File: src/msd_pkg.sv
// Shared constants, types and helpers for the packet data scrambler and buffer.
// Assumes a single 125 MHz clock domain and an APB register bus with 8-bit addresses.
package msd_pkg;
    // Register byte offsets, one 32-bit word each
    localparam logic [7:0] REG_CTRL = 8'h00;
    localparam logic [7:0] REG_STATUS = 8'h04;
    localparam logic [7:0] REG_MASK = 8'h08;
    localparam logic [7:0] REG_TXDATA0 = 8'h0c;
    localparam logic [7:0] REG_TXDATA1 = 8'h10;
    localparam logic [7:0] REG_RXDATA0 = 8'h14;
    localparam logic [7:0] REG_RXDATA1 = 8'h18;
    localparam logic [7:0] REG_RXHEAD = 8'h1c;
    localparam logic [7:0] REG_SEED_WORD_FIRST = 8'h20;
    localparam logic [7:0] REG_SEED_WORD_LAST = 8'h2c;
    localparam logic [1:0] WORD_ALIGN = 2'h0;

    // Modem control field positions
    localparam int CTRL_SCR_LSB = 0;
    localparam int CTRL_RAW_BIT = 2;
    localparam int CTRL_FMT_LSB = 3;
    localparam int CTRL_SELCALL_BIT = 11;
    localparam int CTRL_W = 12;
    localparam logic [CTRL_W-1:0] CTRL_RESET = 12'h000;

    // Status and mask bit positions
    localparam int ST_RX_AVAIL = 0;
    localparam int ST_TX_NEED = 1;
    localparam int ST_OVERRUN = 2;
    localparam int ST_UNDERRUN = 3;
    localparam int ST_W = 4;

    // Scrambler seeds and feedback taps
    localparam logic [15:0] SEED_STD = 16'hffff;
    localparam logic [15:0] SEED_RESET = 16'hffff;
    localparam logic [15:0] SCR_TAPS = 16'hb400;
    localparam logic [3:0] BIT_LAST = 4'hf;

    // Seed choice carried in the frame head format byte
    typedef enum logic [1:0] {
        SCR_STD = 2'b00,
        SCR_A = 2'b01,
        SCR_B = 2'b10,
        SCR_NONE = 2'b11
    } msd_scr_e;

    // Data block formats
    localparam logic [2:0] FMT_RAW = 3'h0;
    localparam logic [2:0] FMT_HEAD_ONLY = 3'h1;
    localparam logic [2:0] FMT_FEC_CRC = 3'h4;
    localparam logic [2:0] FMT_INTERLEAVE = 3'h5;

    // Four-byte transfer unit formats
    function automatic logic unit_is_long(input logic [2:0] fmt);
        return (fmt == FMT_HEAD_ONLY) || (fmt == FMT_FEC_CRC) || (fmt == FMT_INTERLEAVE);
    endfunction

    // Seed chosen by a two-bit scrambler code
    function automatic logic [15:0] seed_of(input logic [1:0] code, input logic [15:0] sa,
                                            input logic [15:0] sb);
        return (code == SCR_A) ? sa : (code == SCR_B) ? sb : SEED_STD;
    endfunction
endpackage

File: src/msd_seed_store.sv
// Storage for the two custom scrambler seeds, written a byte at a time.
// Assumes the caller decodes the four program words and drives one write strobe.
module msd_seed_store (
    input wire logic mclk,
    input wire logic reset,
    input wire logic wr_en,
    input wire logic [1:0] wr_idx,
    input wire logic [7:0] wr_byte,
    output logic [15:0] custom_seed_a,
    output logic [15:0] custom_seed_b
);
    // Four program bytes, low byte of seed a first
    logic [7:0] mem_q [4];

    // Byte writes; reset restores the default seeds
    always_ff @(posedge mclk) begin
        if (reset) begin
            mem_q[0] <= msd_pkg::SEED_RESET[7:0];
            mem_q[1] <= msd_pkg::SEED_RESET[15:8];
            mem_q[2] <= msd_pkg::SEED_RESET[7:0];
            mem_q[3] <= msd_pkg::SEED_RESET[15:8];
        end else if (wr_en) begin
            mem_q[wr_idx] <= wr_byte;
        end
    end

    // Seeds straight from the stored bytes
    assign custom_seed_a = {mem_q[1], mem_q[0]};
    assign custom_seed_b = {mem_q[3], mem_q[2]};
endmodule // msd_seed_store

File: src/msd_scrambler.sv
// Additive 16-bit scrambler; the same module descrambles.
// Assumes load and step are never high together.
module msd_scrambler (
    input wire logic mclk,
    input wire logic reset,
    input wire logic load,
    input wire logic [15:0] seed,
    input wire logic step,
    input wire logic din,
    output logic dout,
    output logic [15:0] state
);
    // Shift register state
    logic [15:0] lfsr_q;
    // Feedback bit
    wire fb = ^(lfsr_q & msd_pkg::SCR_TAPS);

    // Reload on block start, advance once per bit
    always_ff @(posedge mclk) begin
        if (reset) begin
            lfsr_q <= msd_pkg::SEED_STD;
        end else if (load) begin
            lfsr_q <= seed;
        end else if (step) begin
            lfsr_q <= {lfsr_q[14:0], fb};
        end
    end

    // All-zero state leaves the data untouched
    assign dout = din ^ lfsr_q[15];
    assign state = lfsr_q;
endmodule // msd_scrambler

File: src/msd_framer.sv
// Top of the data block scrambler and two-word host buffer, APB slave.
// Assumes link strobes are one-cycle pulses synchronous to mclk.
//
// Design decisions made here: the APB register port and the register addresses.
module msd_framer #(
    parameter int ADDR_W = 8
) (
    input wire logic mclk,
    input wire logic reset,
    input wire logic psel,
    input wire logic penable,
    input wire logic pwrite,
    input wire logic [ADDR_W-1:0] paddr,
    input wire logic [31:0] pwdata,
    output logic [31:0] prdata,
    output logic pready,
    output logic pslverr,
    output logic irq,
    output logic modem_enable,
    output logic [1:0] head_scr_code,
    input wire logic tx_block_start,
    input wire logic tx_bit_req,
    output logic tx_bit,
    output logic tx_bit_valid,
    input wire logic rx_block_start,
    input wire logic [1:0] rx_head_scr_code,
    input wire logic [2:0] rx_head_format,
    input wire logic rx_bit_valid,
    input wire logic rx_bit
);
    // Elaboration check on address width
    if (ADDR_W < 8) begin : g_bad_addr
        $error("ADDR_W must be at least 8");
    end

    // Bus handshake registers
    logic pready_q, pslverr_q;
    logic [31:0] prdata_q;
    // Control, status and mask
    logic [msd_pkg::CTRL_W-1:0] ctrl_q;
    logic [msd_pkg::ST_W-1:0] status_q, status_d, mask_q;
    logic irq_q, modem_en_q;
    logic [1:0] head_code_q;
    // Transmit buffer and serialiser
    logic [15:0] tx_buf0_q, tx_buf1_q;
    logic tx_full_q, tx_active_q, tx_wsel_q, tx_bit_q, tx_valid_q;
    logic [3:0] tx_cnt_q;
    // Receive buffer and deserialiser
    logic [15:0] rx_buf0_q, rx_buf1_q, rx_sh_q;
    logic rx_active_q, rx_wsel_q;
    logic [3:0] rx_cnt_q;
    logic [1:0] rx_code_q;
    logic [2:0] rx_fmt_q;
    // Seeds and scrambler taps
    logic [15:0] custom_seed_a, custom_seed_b, tx_state, rx_state;
    logic tx_scr_out, rx_scr_out;

    // Bus phase decode
    wire setup = psel && !penable;
    wire access = psel && penable && pready_q;
    wire [7:0] addr = paddr[7:0];
    wire hi_zero = (paddr >> 8) == '0;
    wire wr_acc = access && pwrite && !pslverr_q;
    wire rd_acc = access && !pwrite && !pslverr_q;

    // Register hits
    wire hit_ctrl = hi_zero && addr == msd_pkg::REG_CTRL;
    wire hit_status = hi_zero && addr == msd_pkg::REG_STATUS;
    wire hit_mask = hi_zero && addr == msd_pkg::REG_MASK;
    wire hit_tx0 = hi_zero && addr == msd_pkg::REG_TXDATA0;
    wire hit_tx1 = hi_zero && addr == msd_pkg::REG_TXDATA1;
    wire hit_rx0 = hi_zero && addr == msd_pkg::REG_RXDATA0;
    wire hit_rx1 = hi_zero && addr == msd_pkg::REG_RXDATA1;
    wire hit_head = hi_zero && addr == msd_pkg::REG_RXHEAD;
    wire hit_seed = hi_zero && addr >= msd_pkg::REG_SEED_WORD_FIRST
                    && addr <= msd_pkg::REG_SEED_WORD_LAST && addr[1:0] == msd_pkg::WORD_ALIGN;
    wire mapped = hit_ctrl || hit_status || hit_mask || hit_tx0 || hit_tx1 || hit_rx0 || hit_rx1
                  || hit_head || hit_seed;
    wire [1:0] seed_idx = addr[3:2];

    // Control fields
    wire [1:0] ctl_scr = ctrl_q[msd_pkg::CTRL_SCR_LSB +: 2];
    wire ctl_raw = ctrl_q[msd_pkg::CTRL_RAW_BIT];
    wire [2:0] ctl_fmt = ctrl_q[msd_pkg::CTRL_FMT_LSB +: 3];
    wire [15:0] seed_bytes = seed_idx[1] ? custom_seed_b : custom_seed_a;
    wire [7:0] seed_rd = seed_idx[0] ? seed_bytes[15:8] : seed_bytes[7:0];

    // Read data selection
    wire [31:0] rd_mux = hit_ctrl ? 32'(ctrl_q) :
                         hit_status ? 32'(status_q) :
                         hit_mask ? 32'(mask_q) :
                         hit_tx0 ? 32'(tx_buf0_q) :
                         hit_tx1 ? 32'(tx_buf1_q) :
                         hit_rx0 ? 32'(rx_buf0_q) :
                         hit_rx1 ? 32'(rx_buf1_q) :
                         hit_head ? 32'({rx_fmt_q, rx_code_q}) :
                         hit_seed ? 32'(seed_rd) : 32'h0000_0000;

    // One wait-free access: answer ready in the access phase
    always_ff @(posedge mclk) begin
        if (reset) begin
            pready_q <= 1'b0;
            pslverr_q <= 1'b0;
            prdata_q <= 32'h0000_0000;
        end else begin
            pready_q <= setup;
            pslverr_q <= setup && !mapped;
            prdata_q <= setup ? rd_mux : prdata_q;
        end
    end

    // Control and mask writes
    always_ff @(posedge mclk) begin
        if (reset) begin
            ctrl_q <= msd_pkg::CTRL_RESET;
            mask_q <= '0;
        end else begin
            ctrl_q <= (wr_acc && hit_ctrl) ? pwdata[msd_pkg::CTRL_W-1:0] : ctrl_q;
            mask_q <= (wr_acc && hit_mask) ? pwdata[msd_pkg::ST_W-1:0] : mask_q;
        end
    end

    // Custom seed bytes
    msd_seed_store u_seeds (
        .mclk(mclk),
        .reset(reset),
        .wr_en(wr_acc && hit_seed),
        .wr_idx(seed_idx),
        .wr_byte(pwdata[7:0]),
        .custom_seed_a(custom_seed_a),
        .custom_seed_b(custom_seed_b)
    );

    // Transmit decode
    wire tx_go = tx_block_start && modem_en_q;
    wire tx_long = msd_pkg::unit_is_long(ctl_fmt);
    wire tx_has_data = ctl_fmt != msd_pkg::FMT_HEAD_ONLY;
    wire tx_bypass = ctl_scr == msd_pkg::SCR_NONE || (ctl_fmt == msd_pkg::FMT_RAW && ctl_raw);
    wire tx_shift = tx_bit_req && tx_active_q && tx_full_q;
    wire tx_unit_done = tx_shift && tx_cnt_q == msd_pkg::BIT_LAST && tx_wsel_q == tx_long;
    wire tx_raw_bit = tx_wsel_q ? tx_buf1_q[msd_pkg::BIT_LAST - tx_cnt_q]
                                : tx_buf0_q[msd_pkg::BIT_LAST - tx_cnt_q];
    wire tx_out = tx_bypass ? tx_raw_bit : tx_scr_out;
    wire tx_wr_last = wr_acc && (tx_long ? hit_tx1 : hit_tx0);
    wire tx_underrun = tx_bit_req && tx_active_q && !tx_full_q;

    // Transmit scrambler, seeded at each block start
    msd_scrambler u_tx_scr (
        .mclk(mclk),
        .reset(reset),
        .load(tx_go),
        .seed(msd_pkg::seed_of(ctl_scr, custom_seed_a, custom_seed_b)),
        .step(tx_shift && !tx_bypass),
        .din(tx_raw_bit),
        .dout(tx_scr_out),
        .state(tx_state)
    );

    // Transmit buffer words, refused while a unit is pending
    always_ff @(posedge mclk) begin
        if (reset) begin
            tx_buf0_q <= 16'h0000;
            tx_buf1_q <= 16'h0000;
        end else begin
            tx_buf0_q <= (wr_acc && hit_tx0 && !tx_full_q) ? pwdata[15:0] : tx_buf0_q;
            tx_buf1_q <= (wr_acc && hit_tx1 && !tx_full_q) ? pwdata[15:0] : tx_buf1_q;
        end
    end

    // Transmit serialiser, MSB first
    always_ff @(posedge mclk) begin
        if (reset) begin
            tx_active_q <= 1'b0;
            tx_full_q <= 1'b0;
            tx_cnt_q <= 4'h0;
            tx_wsel_q <= 1'b0;
        end else begin
            if (!modem_en_q) begin
                tx_active_q <= 1'b0;
            end else if (tx_go) begin
                tx_active_q <= tx_has_data;
            end
            if (tx_unit_done) begin
                tx_full_q <= 1'b0;
            end else if (tx_wr_last && !tx_full_q) begin
                tx_full_q <= 1'b1;
            end
            if (tx_go || tx_unit_done) begin
                tx_cnt_q <= 4'h0;
                tx_wsel_q <= 1'b0;
            end else if (tx_shift) begin
                tx_cnt_q <= tx_cnt_q + 4'h1;
                tx_wsel_q <= tx_wsel_q ^ (tx_cnt_q == msd_pkg::BIT_LAST);
            end
        end
    end

    // Transmit bit out
    always_ff @(posedge mclk) begin
        if (reset) begin
            tx_bit_q <= 1'b0;
            tx_valid_q <= 1'b0;
        end else begin
            tx_bit_q <= tx_shift ? tx_out : tx_bit_q;
            tx_valid_q <= tx_shift;
        end
    end

    // Receive decode
    wire rx_go = rx_block_start && modem_en_q;
    wire rx_long = msd_pkg::unit_is_long(rx_fmt_q);
    wire rx_bypass = rx_code_q == msd_pkg::SCR_NONE || (rx_fmt_q == msd_pkg::FMT_RAW && ctl_raw);
    wire rx_take = rx_bit_valid && rx_active_q;
    wire rx_plain = rx_bypass ? rx_bit : rx_scr_out;
    wire rx_word_done = rx_take && rx_cnt_q == msd_pkg::BIT_LAST;
    wire rx_unit_done = rx_word_done && rx_wsel_q == rx_long;
    wire [15:0] rx_word = {rx_sh_q[14:0], rx_plain};
    wire rx_rd_last = rd_acc && (rx_long ? hit_rx1 : hit_rx0);

    // Receive descrambler, seeded by the head's code
    msd_scrambler u_rx_scr (
        .mclk(mclk),
        .reset(reset),
        .load(rx_go),
        .seed(msd_pkg::seed_of(rx_head_scr_code, custom_seed_a, custom_seed_b)),
        .step(rx_take && !rx_bypass),
        .din(rx_bit),
        .dout(rx_scr_out),
        .state(rx_state)
    );

    // Receive head capture and deserialiser
    always_ff @(posedge mclk) begin
        if (reset) begin
            rx_active_q <= 1'b0;
            rx_code_q <= msd_pkg::SCR_STD;
            rx_fmt_q <= msd_pkg::FMT_RAW;
            rx_sh_q <= 16'h0000;
            rx_cnt_q <= 4'h0;
            rx_wsel_q <= 1'b0;
        end else begin
            if (!modem_en_q) begin
                rx_active_q <= 1'b0;
            end else if (rx_go) begin
                rx_active_q <= rx_head_format != msd_pkg::FMT_HEAD_ONLY;
                rx_code_q <= rx_head_scr_code;
                rx_fmt_q <= rx_head_format;
            end
            rx_sh_q <= rx_take ? rx_word : rx_sh_q;
            if (rx_go || rx_unit_done) begin
                rx_cnt_q <= 4'h0;
                rx_wsel_q <= 1'b0;
            end else if (rx_take) begin
                rx_cnt_q <= rx_cnt_q + 4'h1;
                rx_wsel_q <= rx_wsel_q ^ (rx_cnt_q == msd_pkg::BIT_LAST);
            end
        end
    end

    // Receive buffer words
    always_ff @(posedge mclk) begin
        if (reset) begin
            rx_buf0_q <= 16'h0000;
            rx_buf1_q <= 16'h0000;
        end else begin
            rx_buf0_q <= (rx_word_done && !rx_wsel_q) ? rx_word : rx_buf0_q;
            rx_buf1_q <= (rx_word_done && rx_wsel_q) ? rx_word : rx_buf1_q;
        end
    end

    // Sticky events: set wins over write-one clear and access clear
    wire [msd_pkg::ST_W-1:0] ev_set, ev_clr;
    assign ev_set[msd_pkg::ST_RX_AVAIL] = rx_unit_done;
    assign ev_set[msd_pkg::ST_TX_NEED] = (tx_go && tx_has_data && !tx_full_q) || tx_unit_done;
    assign ev_set[msd_pkg::ST_OVERRUN] = rx_unit_done && status_q[msd_pkg::ST_RX_AVAIL] && !rx_rd_last;
    assign ev_set[msd_pkg::ST_UNDERRUN] = tx_underrun;
    assign ev_clr[msd_pkg::ST_RX_AVAIL] = rx_rd_last;
    assign ev_clr[msd_pkg::ST_TX_NEED] = tx_wr_last;
    assign ev_clr[msd_pkg::ST_OVERRUN] = 1'b0;
    assign ev_clr[msd_pkg::ST_UNDERRUN] = 1'b0;
    wire [msd_pkg::ST_W-1:0] w1c = (wr_acc && hit_status) ? pwdata[msd_pkg::ST_W-1:0] : '0;
    assign status_d = (status_q & ~(ev_clr | w1c)) | ev_set;

    // Status, interrupt and mode outputs
    always_ff @(posedge mclk) begin
        if (reset) begin
            status_q <= '0;
            irq_q <= 1'b0;
            modem_en_q <= 1'b0;
            head_code_q <= msd_pkg::SCR_STD;
        end else begin
            status_q <= status_d;
            irq_q <= |(status_d & mask_q);
            modem_en_q <= !ctrl_q[msd_pkg::CTRL_SELCALL_BIT];
            head_code_q <= ctl_scr;
        end
    end

    // Output connections, all from flip-flops
    assign prdata = prdata_q;
    assign pready = pready_q;
    assign pslverr = pslverr_q;
    assign irq = irq_q;
    assign modem_enable = modem_en_q;
    assign head_scr_code = head_code_q;
    assign tx_bit = tx_bit_q;
    assign tx_bit_valid = tx_valid_q;
endmodule // msd_framer

File: config.mk
export PLATFORM = sky130hd
export DESIGN_NAME = msd_framer
export DESIGN_NICKNAME = d
export VERILOG_FILES = /design/src/msd_pkg.sv /design/src/msd_seed_store.sv /design/src/msd_scrambler.sv /design/src/msd_framer.sv
export SDC_FILE = /design/constraint.sdc
export NUM_CORES = 1
export LEC_CHECK = 0
export BUFFER_PORTS_ARGS = -buffer_cell sky130_fd_sc_hd__clkbuf_2
export CAP_MARGIN = 30
export CORE_MARGIN = 1
export CORE_UTILIZATION = 50
export DETAILED_ROUTE_END_ITERATION = 8
export PLACE_DENSITY = 0.8
export SYNTH_ARGS = -nofsm -noshare
export SYNTH_HDL_FRONTEND = slang
export SYNTH_SLANG_ARGS = --single-unit
export TNS_END_PERCENT = 5
File: constraint.sdc
create_clock -name mclk -period 4.62 [get_ports mclk]
set_clock_uncertainty 0.05 [all_clocks]
set_input_delay 0.231 -clock mclk [delete_from_list [all_inputs] [get_ports mclk]]
set_output_delay 0.231 -clock mclk [all_outputs]
set_load 0.02 [all_outputs]
==> results.py <==
metrics = {
    "sta": {
        "worstMarginPinSlew_ns": 1.06,
        "fin_crit_sh_pct": 53.7,
        "hold_violations": 0,
        "slew_violations": 0,
        "setup_viol": 0,
        "period_minus_slack_ns": 2.48,
        "tns_ns": 0,
        "max_slew_margin_pct": 29.3,
        "max_freq_mhz": 403,
        "rsz0062_at_grt": "false",
    },
    "power_and_ir_drop": {
        "powerDensity_nw_per_um2": 347,
        "peakVddDrop_mv": 0.296,
        "p_leak_nw": 3.63,
    },
    "route": {
        "drt_pass1_iterations": 7,
        "wl_per_cell_um": 18.4,
        "postRouteAntennaNets": 0,
        "viasPerCell": 5.91,
        "drt_wl_total_mm": 27.0,
        "route.detailed.drc": 0,
        "drtIter0Drc": 881,
        "dr_total_vias": 8651,
    },
    "final_layout": {
        "fillers": 1699,
        "nets": 1245,
        "final_cell_area_um2": 10900,
        "synthToLayoutAreaGrowth_pct": 11.8,
        "antenna_cells": 0,
        "drive_gt1_share_pct": 12.6,
        "fin_cells": 1463,
    },
    "outcome": {
        "outcome": "finished clean",
    },
    "cts": {
        "cts_tree": "built",
        "cts_buffer_depth": 3,
        "cts_setup_buffers": 0,
        "root_buffer": "clkbuf_16",
        "ctsResizeCount": 0,
        "insertion_delay_ns": 0.51,
        "cts.clk_slew.worst_paths_ns": 0.06,
        "hold_buffers": 13,
        "cts_buffers": 22,
        "htreeDepth": 1,
        "cts_num_sinks": 205,
    },
    "synthesis": {
        "yosysTopAreaCellShare_pct": 35.6,
        "yosys-top-cells-area": "dfxtp_1 36%, nand2_1 10%, edfxtp_1 9.9%, a21oi_1 6.4%, nor2_1 2.9%",
        "syn_area_um2": 9740,
        "synth_commonest_cells": "266 x nand2_1, 173 x dfxtp_1, 124 x a21oi_1, 75 x nor2_1, 65 x clkbuf_1",
        "syn_inst": 1161,
        "avgSynthCellArea_um2": 8.39,
        "ys.flop_type": "dfxtp_1",
        "synth_cell_types": 67,
        "ys_ff_latch": 205,
        "synth_edf_count": 32,
        "yosys_warnings": 0,
        "synth_top_cell_by_area": "dfxtp_1",
        "synth-async-reset-ratio_pct": 0,
        "ys_seq_area_share_pct": 45.4,
        "yosysMostFrequentCell": "nand2_1",
    },
    "placement": {
        "placed_area_um2": 10100,
        "gp_congestion": 0.962,
        "dpl.hpwl_mm": 18.7,
        "port-buffer-count": 62,
        "post-place-cells": 1411,
    },
    "critical_path": {
        "crit_path_top_delay_cell": "and2_1",
        "path_class": "register to register",
        "crit_required_ns": 4.95,
        "cp.arrival_ns": 2.81,
        "timing.critical_path.cells": "and2_1 > nand2_1 > mux2_2 > o21ai_0 > nand2_1",
        "endpoint_kind": "register",
        "crit_fanout": 23,
        "timing.critical_path.mode_cell": "nand2_1",
        "cp_top_family": "simple AND/OR/NAND/NOR gates",
        "setup.worst_path.start_class": "register",
        "crit_path_max_incr_delay_ns": 0.66,
        "worst-path-buf-inv": 0,
    },
    "global_route": {
        "grt_usage_pct": 27.2,
        "antenna_found_initial": 0,
        "grt-ovfl-total": 0,
        "grt_pass1_wl_mm": 42.5,
        "grt_max_degree": 75,
        "grt_pass1_vias": 7954,
    },
    "min_path": {
        "hold_path_class": "input port to register",
    },
    "die": {
        "die_w_um": 142,
        "core_area_um2": 18900,
        "die-area_um2": 20000,
        "io_pins": 95,
        "initial_core_util_pct": 51.6,
        "die_h_um": 142,
        "rows": 50,
    },
    "job": {
        "maxCapViolCount": 0,
    },
}
[report_power, final]
part,internal (mW),leakage [nW],switching [mW]
registers,1.84,1.67,0.0212
logic,0.0791,1.63,0.174
clock network,0.963,0.327,0.709
total,2.88,3.63,0.904
[sequential cells by signal, summed over array words and instances, names as in the netlist, 2 cells and up]
| name | count |
|---|---|
| tx_buf0_q | 16 |
| u_seeds.mem_q | 32 |
| rx_cnt_q | 4 |
| rx_code_q | 2 |
| mask_q | 4 |
| prdata | 16 |
| u_tx_scr.state | 16 |
| rx_buf0_q | 16 |
| rx_buf1_q | 16 |
| tx_cnt_q | 4 |
| tx_buf1_q | 16 |
| ctrl_q | 12 |
| status_q | 4 |
| rx_fmt_q | 3 |
| rx_sh_q | 15 |
| u_rx_scr.state | 16 |
| head_scr_code | 2 |
[final cells by class]
class                           count  area, um2  area share, %
Multi-Input combinational cell    858       4840           44.5
Inverter                           10       37.5          0.345
Clock inverter                      5       31.3          0.287
Clock buffer                       34        647           5.94
Timing Repair Buffer               91        582           5.34
Sequential cell                   205       4420           40.6
Tap cell                          260        325           2.99
[per-stage QoR]
step | utilization [%] | hold WS [ns] | setup WS (ns) | total power, mW
after floorplan | - | 0.277 | 2.50 | 2.06
after global placement | 53.0 | 0.379 | 1.85 | 2.13
after detailed placement | 53.4 | 0.377 | 1.93 | 2.14
after CTS | 57.6 | 0.0222 | 2.14 | 3.81
after global routing | 57.6 | 0.0391 | 1.88 | 3.90
final | 57.6 | 0.0370 | 2.14 | 3.78
[worst reg2reg max path, stage by stage, from the launching register on]
cell     delay, ns
dfxtp_1       0.33
and2_1        0.66
nand2_1       0.64
mux2_2        0.45
o21ai_0       0.15
nand2_1       0.07
[cells by family (layout without fill, tap and decap cells)]
kind of cell | Yosys count | count (layout) | synth area share, %
buffers and inverters | 113 | 140 | 5.45
adder cells (fa/ha/maj) | 2 | 2 | 0.257
other | 1 | 16 | 0.0385
XOR/XNOR | 16 | 16 | 1.44
flip-flops | 205 | 205 | 45.4
AO/OA/AOI/OAI | 311 | 311 | 19.2
AND/OR/NAND/NOR | 460 | 460 | 21.5
multiplexers | 53 | 53 | 6.72
[per-layer routing]
layer  global-route usage, %  routed length, um
met1                    35.3              10800
met2                    43.0              12500
met3                    5.13               2240
met4                    14.7               1400
met5                       0                  0
[cells in the final DEF (no fill, tap or decap), types with 6 or more instances in the layout]
| master | Yosys | final |
|---|---|---|
| or3_1 | 25 | 25 |
| conb_1 | 1 | 16 |
| a32oi_1 | 7 | 7 |
| nand3_1 | 9 | 9 |
| nor2b_1 | 9 | 9 |
| a22o_1 | 6 | 6 |
| a21oi_1 | 124 | 124 |
| mux2i_1 | 26 | 26 |
| dlygate4sd3_1 | 0 | 13 |
| mux4_2 | 8 | 8 |
| nand4_1 | 6 | 6 |
| edfxtp_1 | 32 | 32 |
| and2_1 | 7 | 7 |
| nor2_1 | 75 | 75 |
| inv_1 | 9 | 9 |
| o21ai_0 | 45 | 45 |
| o21ai_1 | 19 | 19 |
| dfxtp_1 | 173 | 173 |
| clkbuf_16 | 0 | 23 |
| clkbuf_1 | 65 | 8 |
| nor3_1 | 11 | 11 |
| o22ai_1 | 32 | 32 |
| xnor2_1 | 8 | 8 |
| buf_4 | 18 | 13 |
| nand2_1 | 266 | 266 |
| a211oi_1 | 22 | 22 |
| a221oi_1 | 6 | 6 |
| clkbuf_2 | 0 | 61 |
| nand2b_1 | 25 | 25 |
| mux2_2 | 19 | 19 |
| xor2_1 | 8 | 8 |
| a22oi_1 | 12 | 12 |
[worst paths after layout]
path                                  from                        endpoint  slack (ns)  depth (start not counted)
hold / removal                   pwdata[7]          ctrl_q[7]$_SDFFE_PP0P_        0.04                          3
setup reg to reg  rx_active_q$_SDFFE_PP0P_  u_rx_scr.state[3]$_SDFFE_PP1P_        2.14                          5
hold reg to reg    ctrl_q[11]$_SDFFE_PP0P_         modem_enable$_SDFF_PP0_        0.39                          1
setup / recovery  rx_active_q$_SDFFE_PP0P_  u_rx_scr.state[3]$_SDFFE_PP1P_        2.14                          5
(Power assumes the default switching activity.)
